--- config.mk ---
export PLATFORM = sky130hd
export DESIGN_NAME = reference_control
export DESIGN_NICKNAME = d
export VERILOG_FILES = /design/src/shared/ref_ctrl_pkg.sv /design/src/logic/buffer_gain_decode.sv /design/src/logic/reference_control.sv
export SDC_FILE = /design/constraint.sdc
export NUM_CORES = 1
export LEC_CHECK = 0
export BUFFER_PORTS_ARGS = -buffer_cell sky130_fd_sc_hd__buf_2
export CORE_MARGIN = 1.5
export CORE_UTILIZATION = 47
export CTS_CLUSTER_SIZE = 14
export DETAILED_ROUTE_END_ITERATION = 10
export GPL_TIMING_DRIVEN = 0
export HOLD_SLACK_MARGIN = 0.08
export PLACE_DENSITY = 0.74
export SLEW_MARGIN = 15
export SYNTH_ARGS = -nofsm -noshare
export SYNTH_HDL_FRONTEND = slang
export SYNTH_SLANG_ARGS = --single-unit
--- constraint.sdc ---
create_clock -name CLK -period 1.84 [get_ports CLK]
set_input_delay 0.368 -clock CLK [delete_from_list [all_inputs] [get_ports CLK]]
set_output_delay 0.368 -clock CLK [all_outputs]
set_load 0.03 [all_outputs]
--- src/shared/ref_ctrl_pkg.sv ---
// register map, field positions, encodings and timing for the reference and
// temperature indicator control block; assumes an 8-bit software port
package ref_ctrl_pkg;

	// ==========================================================
	// register offsets
	localparam logic [15:0] CTRL_OFFSET      = 16'h020c;
	localparam logic [15:0] INT_STATUS_OFFSET = 16'h0210;
	localparam logic [15:0] INT_MASK_OFFSET  = 16'h0211;

	// ==========================================================
	// field positions of the control register
	localparam int REF_ENABLE_BIT  = 7;
	localparam int READY_BIT       = 6;
	localparam int TEMP_ON_BIT     = 5;
	localparam int TEMP_RANGE_BIT  = 4;
	localparam int BUF2_GAIN_LSB   = 2;
	localparam int BUF1_GAIN_LSB   = 0;

	// interrupt status bit positions
	localparam int IRQ_READY_RISE_BIT = 0;
	localparam int IRQ_READY_FALL_BIT = 1;

	// ==========================================================
	// reset values
	localparam logic [7:0] CTRL_RESET  = 8'h00;
	localparam logic [1:0] IRQ_RESET   = 2'h0;

	// ==========================================================
	// gain encodings of a reference buffer
	typedef enum logic [1:0] {
		GAIN_OFF = 2'b00,
		GAIN_1X  = 2'b01,
		GAIN_2X  = 2'b10,
		GAIN_4X  = 2'b11
	} gain_t;

	// ==========================================================
	// settle time before the stability report is trusted
	localparam int SETTLE_NS     = 25000;
	localparam int CLK_PERIOD_NS = 4;
	localparam int SETTLE_CYCLES = (SETTLE_NS + CLK_PERIOD_NS - 1) / CLK_PERIOD_NS;

endpackage

--- src/logic/buffer_gain_decode.sv ---
// decodes one 2-bit buffer gain field into on and gain-select strobes
// assumes a field from the control register on the same clock
`timescale 1ns/100ps
module buffer_gain_decode (
	input  wire logic [1:0] gain_field,
	output logic            buf_on,
	output logic [2:0]      gain_onehot
);
	// ==========================================================
	// decode: one-hot {4x,2x,1x}, all zero when the buffer is off
	always_comb begin
		buf_on      = 1'b1;
		gain_onehot = 3'b000;
		case (ref_ctrl_pkg::gain_t'(gain_field))
			ref_ctrl_pkg::GAIN_4X: gain_onehot = 3'b100;
			ref_ctrl_pkg::GAIN_2X: gain_onehot = 3'b010;
			ref_ctrl_pkg::GAIN_1X: gain_onehot = 3'b001;
			default: buf_on = 1'b0;
		endcase
	end
endmodule

--- src/logic/reference_control.sv ---
// control, ready tracking and interrupts for a fixed voltage reference with two
// gain buffers and a die temperature indicator
// assumes an analog stability report from another domain and an 8-bit software port
// register map, every register 8 bits wide:
//   control     enable, ready (read-only), sensor on, range, two buffer gains
//   int status  sticky ready rise in bit 0 and ready fall in bit 1
//   int mask    same layout as int status; a set bit lets its event drive IRQ
// reading int status clears it; an event in that same cycle survives the clear
// unmapped reads return zero and unmapped writes are dropped
//
// the stability report arrives from the analog domain and passes two flops;
// everything else lives on CLK with the asynchronous active-low RST_B
//
// limitation: ready waits a fixed settle count as well as the report, so a
// report that is already high when the reference turns on is not trusted
// until the count has run out
//
// the gain fields keep their values while the reference is off, but both
// buffers and all their routes are held off until the reference is on again
// the temperature sensor does not depend on the reference enable
//
// Implementation choice: the plain strobed port.
`timescale 1ns/100ps
module reference_control (
	input  wire logic       CLK,
	input  wire logic       RST_B,
	input  wire logic [15:0] ADDR,
	input  wire logic [7:0] WDATA,
	input  wire logic       WR,
	input  wire logic       RD,
	output logic [7:0]      RDATA,
	input  wire logic       ANALOG_STABLE,
	output logic            REF_ON,
	output logic            TEMP_SENSOR_ON,
	output logic            TEMP_RANGE_HIGH,
	output logic            BUF2_ON,
	output logic [2:0]      BUF2_GAIN_SEL,
	output logic            BUF2_TO_DAC,
	output logic            BUF2_TO_CMP,
	output logic            BUF2_TO_ADC_CHAN,
	output logic            BUF1_ON,
	output logic [2:0]      BUF1_GAIN_SEL,
	output logic            BUF1_TO_ADC_REF,
	output logic            BUF1_TO_ADC_CHAN,
	output logic            IRQ
);
	// ==========================================================
	// storage
	// control register fields
	logic        ref_enable_reg;
	logic        temp_on_reg;
	logic        temp_range_reg;
	logic [1:0]  buf2_gain_reg;
	logic [1:0]  buf1_gain_reg;

	// ready tracking
	logic        ready_reg;
	logic        ready_next;
	logic        stable_meta_reg;
	logic        stable_sync_reg;
	logic [15:0] settle_cnt_reg;

	// interrupts
	logic [1:0]  irq_status_reg;
	logic [1:0]  irq_mask_reg;
	logic [1:0]  irq_event;

	// access decode and wiring
	logic        wr_ctrl;
	logic        wr_mask;
	logic        rd_ctrl;
	logic        rd_status;
	logic        rd_mask;
	logic [7:0]  ctrl_view;
	logic        buf2_on_w;
	logic        buf1_on_w;
	logic [2:0]  buf2_sel_w;
	logic [2:0]  buf1_sel_w;

	function automatic logic hit(input logic [15:0] a, input logic [15:0] off);
		hit = (a == off);
	endfunction

	// a buffer only passes a gain select while the reference core runs
	function automatic logic [2:0] gate_sel(input logic en, input logic [2:0] sel);
		gate_sel = en ? sel : 3'b000;
	endfunction

	// ==========================================================
	// access decode: exact match only, so aliases of the map stay silent
	// the bus never waits, so every strobe is acted on in its own cycle
	assign wr_ctrl   = WR && hit(ADDR, ref_ctrl_pkg::CTRL_OFFSET);
	assign wr_mask   = WR && hit(ADDR, ref_ctrl_pkg::INT_MASK_OFFSET);
	assign rd_ctrl   = RD && hit(ADDR, ref_ctrl_pkg::CTRL_OFFSET);
	assign rd_status = RD && hit(ADDR, ref_ctrl_pkg::INT_STATUS_OFFSET); // clear-on-read strobe
	assign rd_mask   = RD && hit(ADDR, ref_ctrl_pkg::INT_MASK_OFFSET);

	// ==========================================================
	// control register fields, one process each; the ready position is
	// never stored, so a write there has nothing to land in

	// reference enable
	always_ff @(posedge CLK or negedge RST_B) begin
		if (!RST_B) begin
			ref_enable_reg <= ref_ctrl_pkg::CTRL_RESET[ref_ctrl_pkg::REF_ENABLE_BIT];
		end else if (wr_ctrl) begin
			ref_enable_reg <= WDATA[ref_ctrl_pkg::REF_ENABLE_BIT];
		end
	end

	// temperature sensor enable
	always_ff @(posedge CLK or negedge RST_B) begin
		if (!RST_B) begin
			temp_on_reg <= ref_ctrl_pkg::CTRL_RESET[ref_ctrl_pkg::TEMP_ON_BIT];
		end else if (wr_ctrl) begin
			temp_on_reg <= WDATA[ref_ctrl_pkg::TEMP_ON_BIT];
		end
	end

	// temperature range select
	always_ff @(posedge CLK or negedge RST_B) begin
		if (!RST_B) begin
			temp_range_reg <= ref_ctrl_pkg::CTRL_RESET[ref_ctrl_pkg::TEMP_RANGE_BIT];
		end else if (wr_ctrl) begin
			temp_range_reg <= WDATA[ref_ctrl_pkg::TEMP_RANGE_BIT];
		end
	end

	// buffer two gain field
	always_ff @(posedge CLK or negedge RST_B) begin
		if (!RST_B) begin
			buf2_gain_reg <= ref_ctrl_pkg::CTRL_RESET[ref_ctrl_pkg::BUF2_GAIN_LSB +: 2];
		end else if (wr_ctrl) begin
			buf2_gain_reg <= WDATA[ref_ctrl_pkg::BUF2_GAIN_LSB +: 2];
		end
	end

	// buffer one gain field
	always_ff @(posedge CLK or negedge RST_B) begin
		if (!RST_B) begin
			buf1_gain_reg <= ref_ctrl_pkg::CTRL_RESET[ref_ctrl_pkg::BUF1_GAIN_LSB +: 2];
		end else if (wr_ctrl) begin
			buf1_gain_reg <= WDATA[ref_ctrl_pkg::BUF1_GAIN_LSB +: 2];
		end
	end

	// ==========================================================
	// stability report comes from the analog domain, so synchronise it
	// first stage: may go metastable, only ever feeds the second stage
	always_ff @(posedge CLK or negedge RST_B) begin
		if (!RST_B) begin
			stable_meta_reg <= 1'b0;
		end else begin
			stable_meta_reg <= ANALOG_STABLE;
		end
	end

	// second stage: the only copy the rest of the logic reads
	always_ff @(posedge CLK or negedge RST_B) begin
		if (!RST_B) begin
			stable_sync_reg <= 1'b0;
		end else begin
			stable_sync_reg <= stable_meta_reg;
		end
	end

	// ==========================================================
	// settle counter: a stale stable report right after enable is not trusted
	// the count saturates, so ready holds for as long as the report stays high
	// sixteen bits cover the settle count with room to spare
	always_ff @(posedge CLK or negedge RST_B) begin
		if (!RST_B) begin
			settle_cnt_reg <= 16'h0000;
		end else if (!ref_enable_reg) begin
			settle_cnt_reg <= 16'h0000;
		end else if (settle_cnt_reg < 16'(ref_ctrl_pkg::SETTLE_CYCLES)) begin
			settle_cnt_reg <= settle_cnt_reg + 16'h0001;
		end
	end

	// ready: enabled, settled and reported stable
	always_comb begin
		ready_next = ref_enable_reg && stable_sync_reg
			&& (settle_cnt_reg == 16'(ref_ctrl_pkg::SETTLE_CYCLES));
	end

	// registered so the read view and both edge events see one settled value
	always_ff @(posedge CLK or negedge RST_B) begin
		if (!RST_B) begin
			ready_reg <= 1'b0;
		end else begin
			ready_reg <= ready_next;
		end
	end

	// ==========================================================
	// interrupts: ready rise and fall are sticky; a set in the clearing read wins
	always_comb begin
		irq_event                                   = 2'b00;
		irq_event[ref_ctrl_pkg::IRQ_READY_RISE_BIT] = !ready_reg && ready_next;
		irq_event[ref_ctrl_pkg::IRQ_READY_FALL_BIT] = ready_reg && !ready_next;
	end

	always_ff @(posedge CLK or negedge RST_B) begin
		if (!RST_B) begin
			irq_status_reg <= ref_ctrl_pkg::IRQ_RESET;
		end else if (rd_status) begin
			irq_status_reg <= irq_event;
		end else begin
			irq_status_reg <= irq_status_reg | irq_event;
		end
	end

	// mask is plain read/write; it never touches the sticky bits
	always_ff @(posedge CLK or negedge RST_B) begin
		if (!RST_B) begin
			irq_mask_reg <= ref_ctrl_pkg::IRQ_RESET;
		end else if (wr_mask) begin
			irq_mask_reg <= WDATA[1:0];
		end
	end

	assign IRQ = |(irq_status_reg & irq_mask_reg);

	// ==========================================================
	// read path: data stands the cycle after the strobe, unmapped reads zero
	// control view; the ready bit is the tracker's, never what software wrote
	always_comb begin
		ctrl_view                                   = 8'h00;
		ctrl_view[ref_ctrl_pkg::REF_ENABLE_BIT]     = ref_enable_reg;
		ctrl_view[ref_ctrl_pkg::READY_BIT]          = ready_reg;
		ctrl_view[ref_ctrl_pkg::TEMP_ON_BIT]        = temp_on_reg;
		ctrl_view[ref_ctrl_pkg::TEMP_RANGE_BIT]     = temp_range_reg;
		ctrl_view[ref_ctrl_pkg::BUF2_GAIN_LSB +: 2] = buf2_gain_reg;
		ctrl_view[ref_ctrl_pkg::BUF1_GAIN_LSB +: 2] = buf1_gain_reg;
	end

	// zero outside the read cycle, so a stale word never looks like an answer
	always_ff @(posedge CLK or negedge RST_B) begin
		if (!RST_B) begin
			RDATA <= 8'h00;
		end else if (rd_ctrl) begin
			RDATA <= ctrl_view;
		end else if (rd_status) begin
			RDATA <= {6'h00, irq_status_reg};
		end else if (rd_mask) begin
			RDATA <= {6'h00, irq_mask_reg};
		end else begin
			RDATA <= 8'h00;
		end
	end

	// ==========================================================
	// buffer gain decoders
	buffer_gain_decode u_buf2 (
		.gain_field  (buf2_gain_reg),
		.buf_on      (buf2_on_w),
		.gain_onehot (buf2_sel_w)
	);

	buffer_gain_decode u_buf1 (
		.gain_field  (buf1_gain_reg),
		.buf_on      (buf1_on_w),
		.gain_onehot (buf1_sel_w)
	);

	// ==========================================================
	// analog controls; buffers only run while the reference core is on
	// reference and temperature sensor
	assign REF_ON          = ref_enable_reg;
	assign TEMP_SENSOR_ON  = temp_on_reg;
	assign TEMP_RANGE_HIGH = temp_range_reg;

	// buffers: decoded gain, gated by the reference enable
	assign BUF2_ON         = ref_enable_reg && buf2_on_w;
	assign BUF2_GAIN_SEL   = gate_sel(ref_enable_reg, buf2_sel_w);
	assign BUF1_ON         = ref_enable_reg && buf1_on_w;
	assign BUF1_GAIN_SEL   = gate_sel(ref_enable_reg, buf1_sel_w);

	// routing: buffer two never reaches the converter reference
	assign BUF2_TO_DAC      = BUF2_ON;
	assign BUF2_TO_CMP      = BUF2_ON;
	assign BUF2_TO_ADC_CHAN = BUF2_ON;
	assign BUF1_TO_ADC_REF  = BUF1_ON;
	assign BUF1_TO_ADC_CHAN = BUF1_ON;

	// ==========================================================
	// a report that drops while enabled clears ready and raises the fall
	// event; software treats that as a lost reference, the block just reports it

endmodule

==> results of run 1 <==
placed cells by master, fill, tap and decap left out, types with 6 or more instances in the layout:
master                      n
sky130_fd_sc_hd__nor2_1     9
sky130_fd_sc_hd__mux2_2    11
sky130_fd_sc_hd__buf_2     52
sky130_fd_sc_hd__and2_1    19
sky130_fd_sc_hd__nand2_1   13
sky130_fd_sc_hd__clkbuf_8   6
sky130_fd_sc_hd__xor2_1     7
sky130_fd_sc_hd__dfrtp_1   37
sky130_fd_sc_hd__nor3_1     6
sky130_fd_sc_hd__nand3_1   11
power by group through the flow:
| stage | Sequential [mW] | Clock (mW) | Combinational (mW) |
|---|---|---|---|
| 3_5_place_dp | 0.854 | 0 | 0.0559 |
| 2_1_floorplan | 0.854 | 0 | 0.00686 |
| 6_report | 0.838 | 0.860 | 0.0539 |
| 3_3_place_gp | 0.854 | 0 | 0.0552 |
| 4_1_cts | 0.838 | 0.882 | 0.0562 |
| 5_1_grt | 0.838 | 0.917 | 0.0615 |
kinds of logic after synthesis:
group / synth area share, %
AND/OR/NAND/NOR: 25.2
multiplexers: 7.27
XOR/XNOR: 4.28
AO/OA/AOI/OAI: 7.00
buffers and inverters: 3.26
adder cells (fa/ha/maj): 1.36
flip-flops: 51.7
metrics by stage:
stage / setup TNS, ps / util [%] / hold WS (ps) / area [um^2]
3_5_place_dp: -89.2 / 58.2 / 336 / 2160
4_1_cts: 0 / 61.9 / 175 / 2300
5_1_grt: 0 / 61.9 / 167 / 2300
3_3_place_gp: -7.02 / 58.2 / 333 / 2160
2_1_floorplan: 0 / - / 72.4 / 1840
6_report: 0 / 61.9 / 170 / 2300
synthesized netlist by cell type (2+ instances only):
cell / number
sky130_fd_sc_hd__a21oi_1: 2
sky130_fd_sc_hd__dfrtp_1: 38
sky130_fd_sc_hd__nor3_1: 6
sky130_fd_sc_hd__nor3_2: 2
sky130_fd_sc_hd__and4_1: 2
sky130_fd_sc_hd__nor4_1: 2
sky130_fd_sc_hd__xor2_1: 7
sky130_fd_sc_hd__and2_1: 19
sky130_fd_sc_hd__nand3_1: 11
sky130_fd_sc_hd__nand4_1: 2
sky130_fd_sc_hd__ha_1: 2
sky130_fd_sc_hd__xnor2_1: 2
sky130_fd_sc_hd__o21ai_0: 2
sky130_fd_sc_hd__a22o_1: 4
sky130_fd_sc_hd__inv_1: 3
sky130_fd_sc_hd__mux2_2: 11
sky130_fd_sc_hd__nand2_1: 13
sky130_fd_sc_hd__nor3b_1: 2
sky130_fd_sc_hd__o21a_1: 2
sky130_fd_sc_hd__nor2_1: 9
sky130_fd_sc_hd__clkbuf_1: 3
sky130_fd_sc_hd__and3_1: 4
sky130_fd_sc_hd__buf_4: 5
cell type report:
| type | count | area share (%) |
|---|---|---|
| Clock inverter | 2 | 2.61 |
| Timing Repair Buffer | 52 | 11.3 |
| Sequential cell | 38 | 41.4 |
| Tap cell | 48 | 2.61 |
| Buffer | 6 | 1.80 |
| Clock buffer | 6 | 3.59 |
| Inverter | 3 | 0.490 |
| Multi-Input combinational cell | 119 | 36.2 |
repair_timing:
action / 4_1_cts / 5_1_grt
endpoints found under the setup margin: 11 / 0
gates resized for setup: 1 / 0
hold buffers: 0 / 0
per-layer routing:
layer  track usage (%)  up-vias  routed length, um
li1                  -      697                  -
met1              22.4      660               1560
met2              30.5       36               1780
met3              4.45       11                147
met4              10.2        0                 91
met5                 0        -                  0
worst reg2reg max path, cell delays in order, from the launching register on:
cell and delay (ps):
sky130_fd_sc_hd__dfrtp_1 450, sky130_fd_sc_hd__ha_1 190, sky130_fd_sc_hd__and3_1 210, sky130_fd_sc_hd__and4_1 240, sky130_fd_sc_hd__nand3_1 110, sky130_fd_sc_hd__xnor2_1 140
sky130_fd_sc_hd__and2_1 150
worst paths after layout:
kind	from	to	slack [ps]	cells after the start
min	RST_B	settle_cnt_reg[3]	170	1
max reg2reg	settle_cnt_reg[1]	settle_cnt_reg[10]	250	6
max in group asynchronous	RST_B	REF_ON	1110	1
min reg2reg	stable_meta_reg	stable_sync_reg	350	0
min in group CLK	ANALOG_STABLE	stable_meta_reg	190	1
max	REF_ON	BUF2_TO_ADC_CHAN	110	3
==> out/results.ini, run 1 <==
[status]
run_status=completed

[drt]
drt_pass1_iterations=4
drc=0
avgViaCountPerCell=5.12
routedWlPerCell_um=13.1
dr_total_vias=1404
antenna_left=0
drt_iter0_drc=83
routed_wirelength_mm=3.58

[cells_and_area]
multi_input_comb_area_um2=832
drive_above_1_share_pct=38.9
layout.cells.non_filler=274
syn2layout_area_growth_pct=24.9
max_reg_flops=16
seqCellArea_um2=952
fillers=325
fin_nets=256
antenna_cells_inserted=0

[synthesis]
synth_top_cells_by_area=sky130_fd_sc_hd__dfrtp_1, sky130_fd_sc_hd__mux2_2, sky130_fd_sc_hd__and2_1
synth-edff-count=0
synth_area_per_cell_um2=11.0
post-synth-top-area-fraction_pct=51.7
netlist_instances=168
synth_sequential_area_ratio_pct=51.7
synth.lib_cells_used.distinct=38
yosysWarnings=0
post_synth_instance_area_um2=1840
synth-seq-cells=38
synthArstFlopShare_pct=100
synth_ff_type=sky130_fd_sc_hd__dfrtp_1
area_leader_netlist=sky130_fd_sc_hd__dfrtp_1
syn_nets=199

[power]
ir_worst_vdd_mv=0.632
power_switching_share_pct=17.8
sequentialPowerShare_pct=47.8
power.leakage_nw=1.23
total_power_mw=1.75
power.internal_mw=1.44
power.share.combinational_pct=3.1
p_per_area_nw_per_um2=762
clock_network_fraction_of_total_power_pct=49.1
power.switching_mw=0.312

[global_route]
antenna_found_initial=0
first_pass_grt_wire_length_mm=5.99
vias_in_the_first_global_route=1368
groute.usage.overall_pct=18.6
grt_max_degree=39
overflow=0

[placed_design]
place_hpwl_mm=2.68
routabilityCongestion=0.875
dp_cells=268
preCtsSetupSlack_ps=-29.6
port_buffers=52

[sta]
finalHoldViolations=0
timing.max_slew.rel_slack_pct=45.5
grt_setup_unrepaired=no
number_of_setup_violations_in_the_final_report=0
worst_slew_pin_slew_ps=818
period_minus_ws_final_ps=1730
fin_crit_sh_pct=93.9
timing_max_transition_violations_final=0
fmax_mhz=579
final.setup_skew_ps=5.91
worst_slack_ps=112

[run]
max_cap_viol_count=0

[die]
floorplan.rows=22
fp.dieH_um=65.6
die-area_um2=4300
core_region_um2=3720
number_of_top_level_design_ports=54
die_width_um=65.6
initial_utilization_pct=49.5

[worst_setup_path]
cp-start-kind=register
critPathRequiredTime_ps=1470
cp-end-kind=output pin
cp_num_buf_inv=2
cp.arrival_ps=1360
worst_path_dominant_cell_family=flip-flops
critPathMaxFanout=21
crit_path_max_incr_delay_ps=560
crit_slowest_cell=sky130_fd_sc_hd__dfrtp_2
worstPathCellList=o21a_2 > buf_4 > buf_2
path_class=reg -> out

[clock_tree]
clockBufferDepth=2
cts_root_buffer=sky130_fd_sc_hd__clkbuf_8
worstSkewPairLatency_ps=280
worst_setup_hold_path_clk_slew_ps=70
ctsHtreeMaxLevel=2
post_cts.repair.setup_buffers=0
cts_made_buffers=5
clock_tree_from_tritoncts=done
clock-sinks=38

[min_path]
holdCritPathClass=in -> async

(Power assumes the default switching activity.)
==> run 2, diff against run 1 <==
Clock period 1.84 ns to 1.75 ns, I/O delays scaled along.
==> run 2 against run 1 <==
  * Critical path depth rose by 1
  * Core utilization rose by 1.5 points
  * Total power fell by 4.0%
  * Clock power fell by 13%
  * Design area rose by 2.4%
  * First-iteration DRC count rose by 22%
  * Via count rose by 1.4%
==> out/results.ini, run 2 (same netlist as run 1, synthesis figures left out) <==
[die]
die-area_um2=4300  ; unchanged
initial_utilization_pct=49.5  ; unchanged
fp.dieH_um=65.6  ; unchanged
die_width_um=65.6  ; unchanged
number_of_top_level_design_ports=54  ; unchanged
floorplan.rows=22  ; unchanged
core_region_um2=3720  ; unchanged

[placed_design]
routabilityCongestion=0.809  ; -7.6%
place_hpwl_mm=2.66  ; -0.73%
dp_cells=268  ; unchanged
port_buffers=52  ; unchanged

[drt]
drt_pass1_iterations=4  ; unchanged
routed_wirelength_mm=3.65  ; +1.9%
avgViaCountPerCell=5.16  ; +0.69%
drc=0  ; unchanged
routedWlPerCell_um=13.2  ; +1.2%
dr_total_vias=1424  ; +1.4%
antenna_left=0  ; unchanged
drt_iter0_drc=101  ; +22%

[power]
power.leakage_nw=1.25  ; +1.5%
p_per_area_nw_per_um2=714  ; -6.3%
ir_worst_vdd_mv=0.454  ; -28%

[worst_setup_path]
cp.arrival_ps=1290  ; -70 ps
path_class=reg -> out
worstPathCellList=clkbuf_16 > o21a_4 > buf_4 > buf_4
critPathMaxFanout=10  ; -52%
worst_path_dominant_cell_family=buffers and inverters
crit_slowest_cell=sky130_fd_sc_hd__dfrtp_1
worst_path_most_repeated_cell=sky130_fd_sc_hd__buf_4
cp_num_buf_inv=3  ; +1
cp-end-kind=output pin
crit_path_max_incr_delay_ps=420  ; -140 ps
critPathRequiredTime_ps=1400  ; -70 ps
cp-start-kind=register

[cells_and_area]
layout.cells.non_filler=276  ; +0.73%
syn2layout_area_growth_pct=28.0
fin_nets=259  ; +1.2%
max_reg_flops=16  ; unchanged
layout_common_cells=sky130_fd_sc_hd__buf_2, sky130_fd_sc_hd__dfrtp_1, sky130_fd_sc_hd__and2_1
fillers=322  ; -0.92%
mostFrequentLayoutCell=sky130_fd_sc_hd__buf_2
multi_input_comb_area_um2=856  ; +2.9%
drive_above_1_share_pct=40.4  ; +1.4 points
seqCellArea_um2=951  ; -0.13%
antenna_cells_inserted=0  ; unchanged

[sta]
timing_max_transition_violations_final=0  ; unchanged
fin_worst_hold_slack_ps=151  ; -19.2 ps
fmax_mhz=611
final.setup_skew_ps=6.11  ; +0.197 ps
number_of_setup_violations_in_the_final_report=0  ; unchanged
grt_setup_unrepaired=no
period_minus_ws_final_ps=1640
worst_slew_pin_slew_ps=809  ; -8.58 ps
timing.max_slew.rel_slack_pct=46.1  ; +0.57 points
fin_crit_sh_pct=93.5
finalHoldViolations=0  ; unchanged

[clock_tree]
cts_made_buffers=5  ; unchanged
ctsHtreeMaxLevel=2  ; unchanged
clock_tree_from_tritoncts=done
clockBufferDepth=2  ; unchanged
worstSkewPairLatency_ps=290  ; about the same
worst_setup_hold_path_clk_slew_ps=70  ; about the same
clock-sinks=38  ; unchanged
cts_root_buffer=sky130_fd_sc_hd__clkbuf_8

[min_path]
holdCritPathClass=in -> async

[run]
max_cap_viol_count=0  ; unchanged

[global_route]
antenna_found_initial=0  ; unchanged
grt_max_degree=39  ; unchanged
groute.usage.overall_pct=19.6  ; +1.1 points
vias_in_the_first_global_route=1417  ; +3.6%
overflow=0  ; unchanged
first_pass_grt_wire_length_mm=6.33  ; +5.8%

[status]
run_status=completed

## run 2: cell count changes in the layout (fill, tap and decap cells not counted), sizes merged
cell    change
buf         +2
bufinv      -1
clkbuf      +1
## run 2: repair_timing
item,in CTS,in global routing
hold buffers,0,0
setup endpoints to repair,11,6
setup buffers,2,0
gates resized for setup,9,10
## run 2: final cells by class
type | instances | share of cell area [%]
flip-flops and latches | 38 | 40.4
clock buffers | 6 | 3.51
inverters | 3 | 0.478
multi-input cells | 119 | 36.3
clock inverters | 1 | 1.27
plain buffers | 7 | 2.81
well taps | 48 | 2.55
repair buffers | 54 | 12.7
## run 2: routing by layer
metal | part of all wire, % | vias to the layer above | track usage [%]
li1 | - | 697 | -
met1 | 43 | 678 | 23.6
met2 | 49 | 44 | 31.9
met3 | 6.4 | 5 | 6.51
met4 | 1.6 | 0 | 9.11
met5 | 0 | - | 0
## run 2: worst reg2reg max path: stages (launching register included)
cell                      delay, ps
sky130_fd_sc_hd__dfrtp_1        460
sky130_fd_sc_hd__ha_1           200
sky130_fd_sc_hd__and3_1         200
sky130_fd_sc_hd__and4_1         240
sky130_fd_sc_hd__nand3_1        110
sky130_fd_sc_hd__xnor2_1        150
sky130_fd_sc_hd__and2_1         150
## run 2: stage by stage
| stage | setup WS, ps | utilization [%] | cell area (um^2) | power [mW] | TNS (ps) |
|---|---|---|---|---|---|
| finish | 113 | 63.4 | 2360 | 1.68 | 0 |
| global route | 26.2 | 63.4 | 2360 | 1.75 | 0 |
| CTS | 4.29 | 62.9 | 2340 | 1.70 | 0 |
| detailed placement | -40.6 | 58.4 | 2170 | 0.957 | -314 |
| global placement | -27.6 | 58.4 | 2170 | 0.955 | -176 |
| floorplan | 16.6 | - | 1850 | 0.905 | 0 |
## run 2: path summary, 6_finish.rpt
path / cells past startpoint / endpoint / start / slack (ps)
max in group asynchronous: 1 / irq_status_reg[1] / RST_B / 1090
min reg2reg: 0 / stable_sync_reg / stable_meta_reg / 350
min in group CLK: 1 / stable_meta_reg / ANALOG_STABLE / 170
max: 4 / BUF2_TO_DAC / REF_ON / 110
min: 1 / settle_cnt_reg[3] / RST_B / 150
max reg2reg: 6 / settle_cnt_reg[10] / settle_cnt_reg[1] / 140
## run 2: power breakdown
part	leakage [nW]	switching, mW	internal (mW)
clock	0.0573	0.288	0.456
sequential	0.521	0.000854	0.880
combinational	0.669	0.0306	0.0258
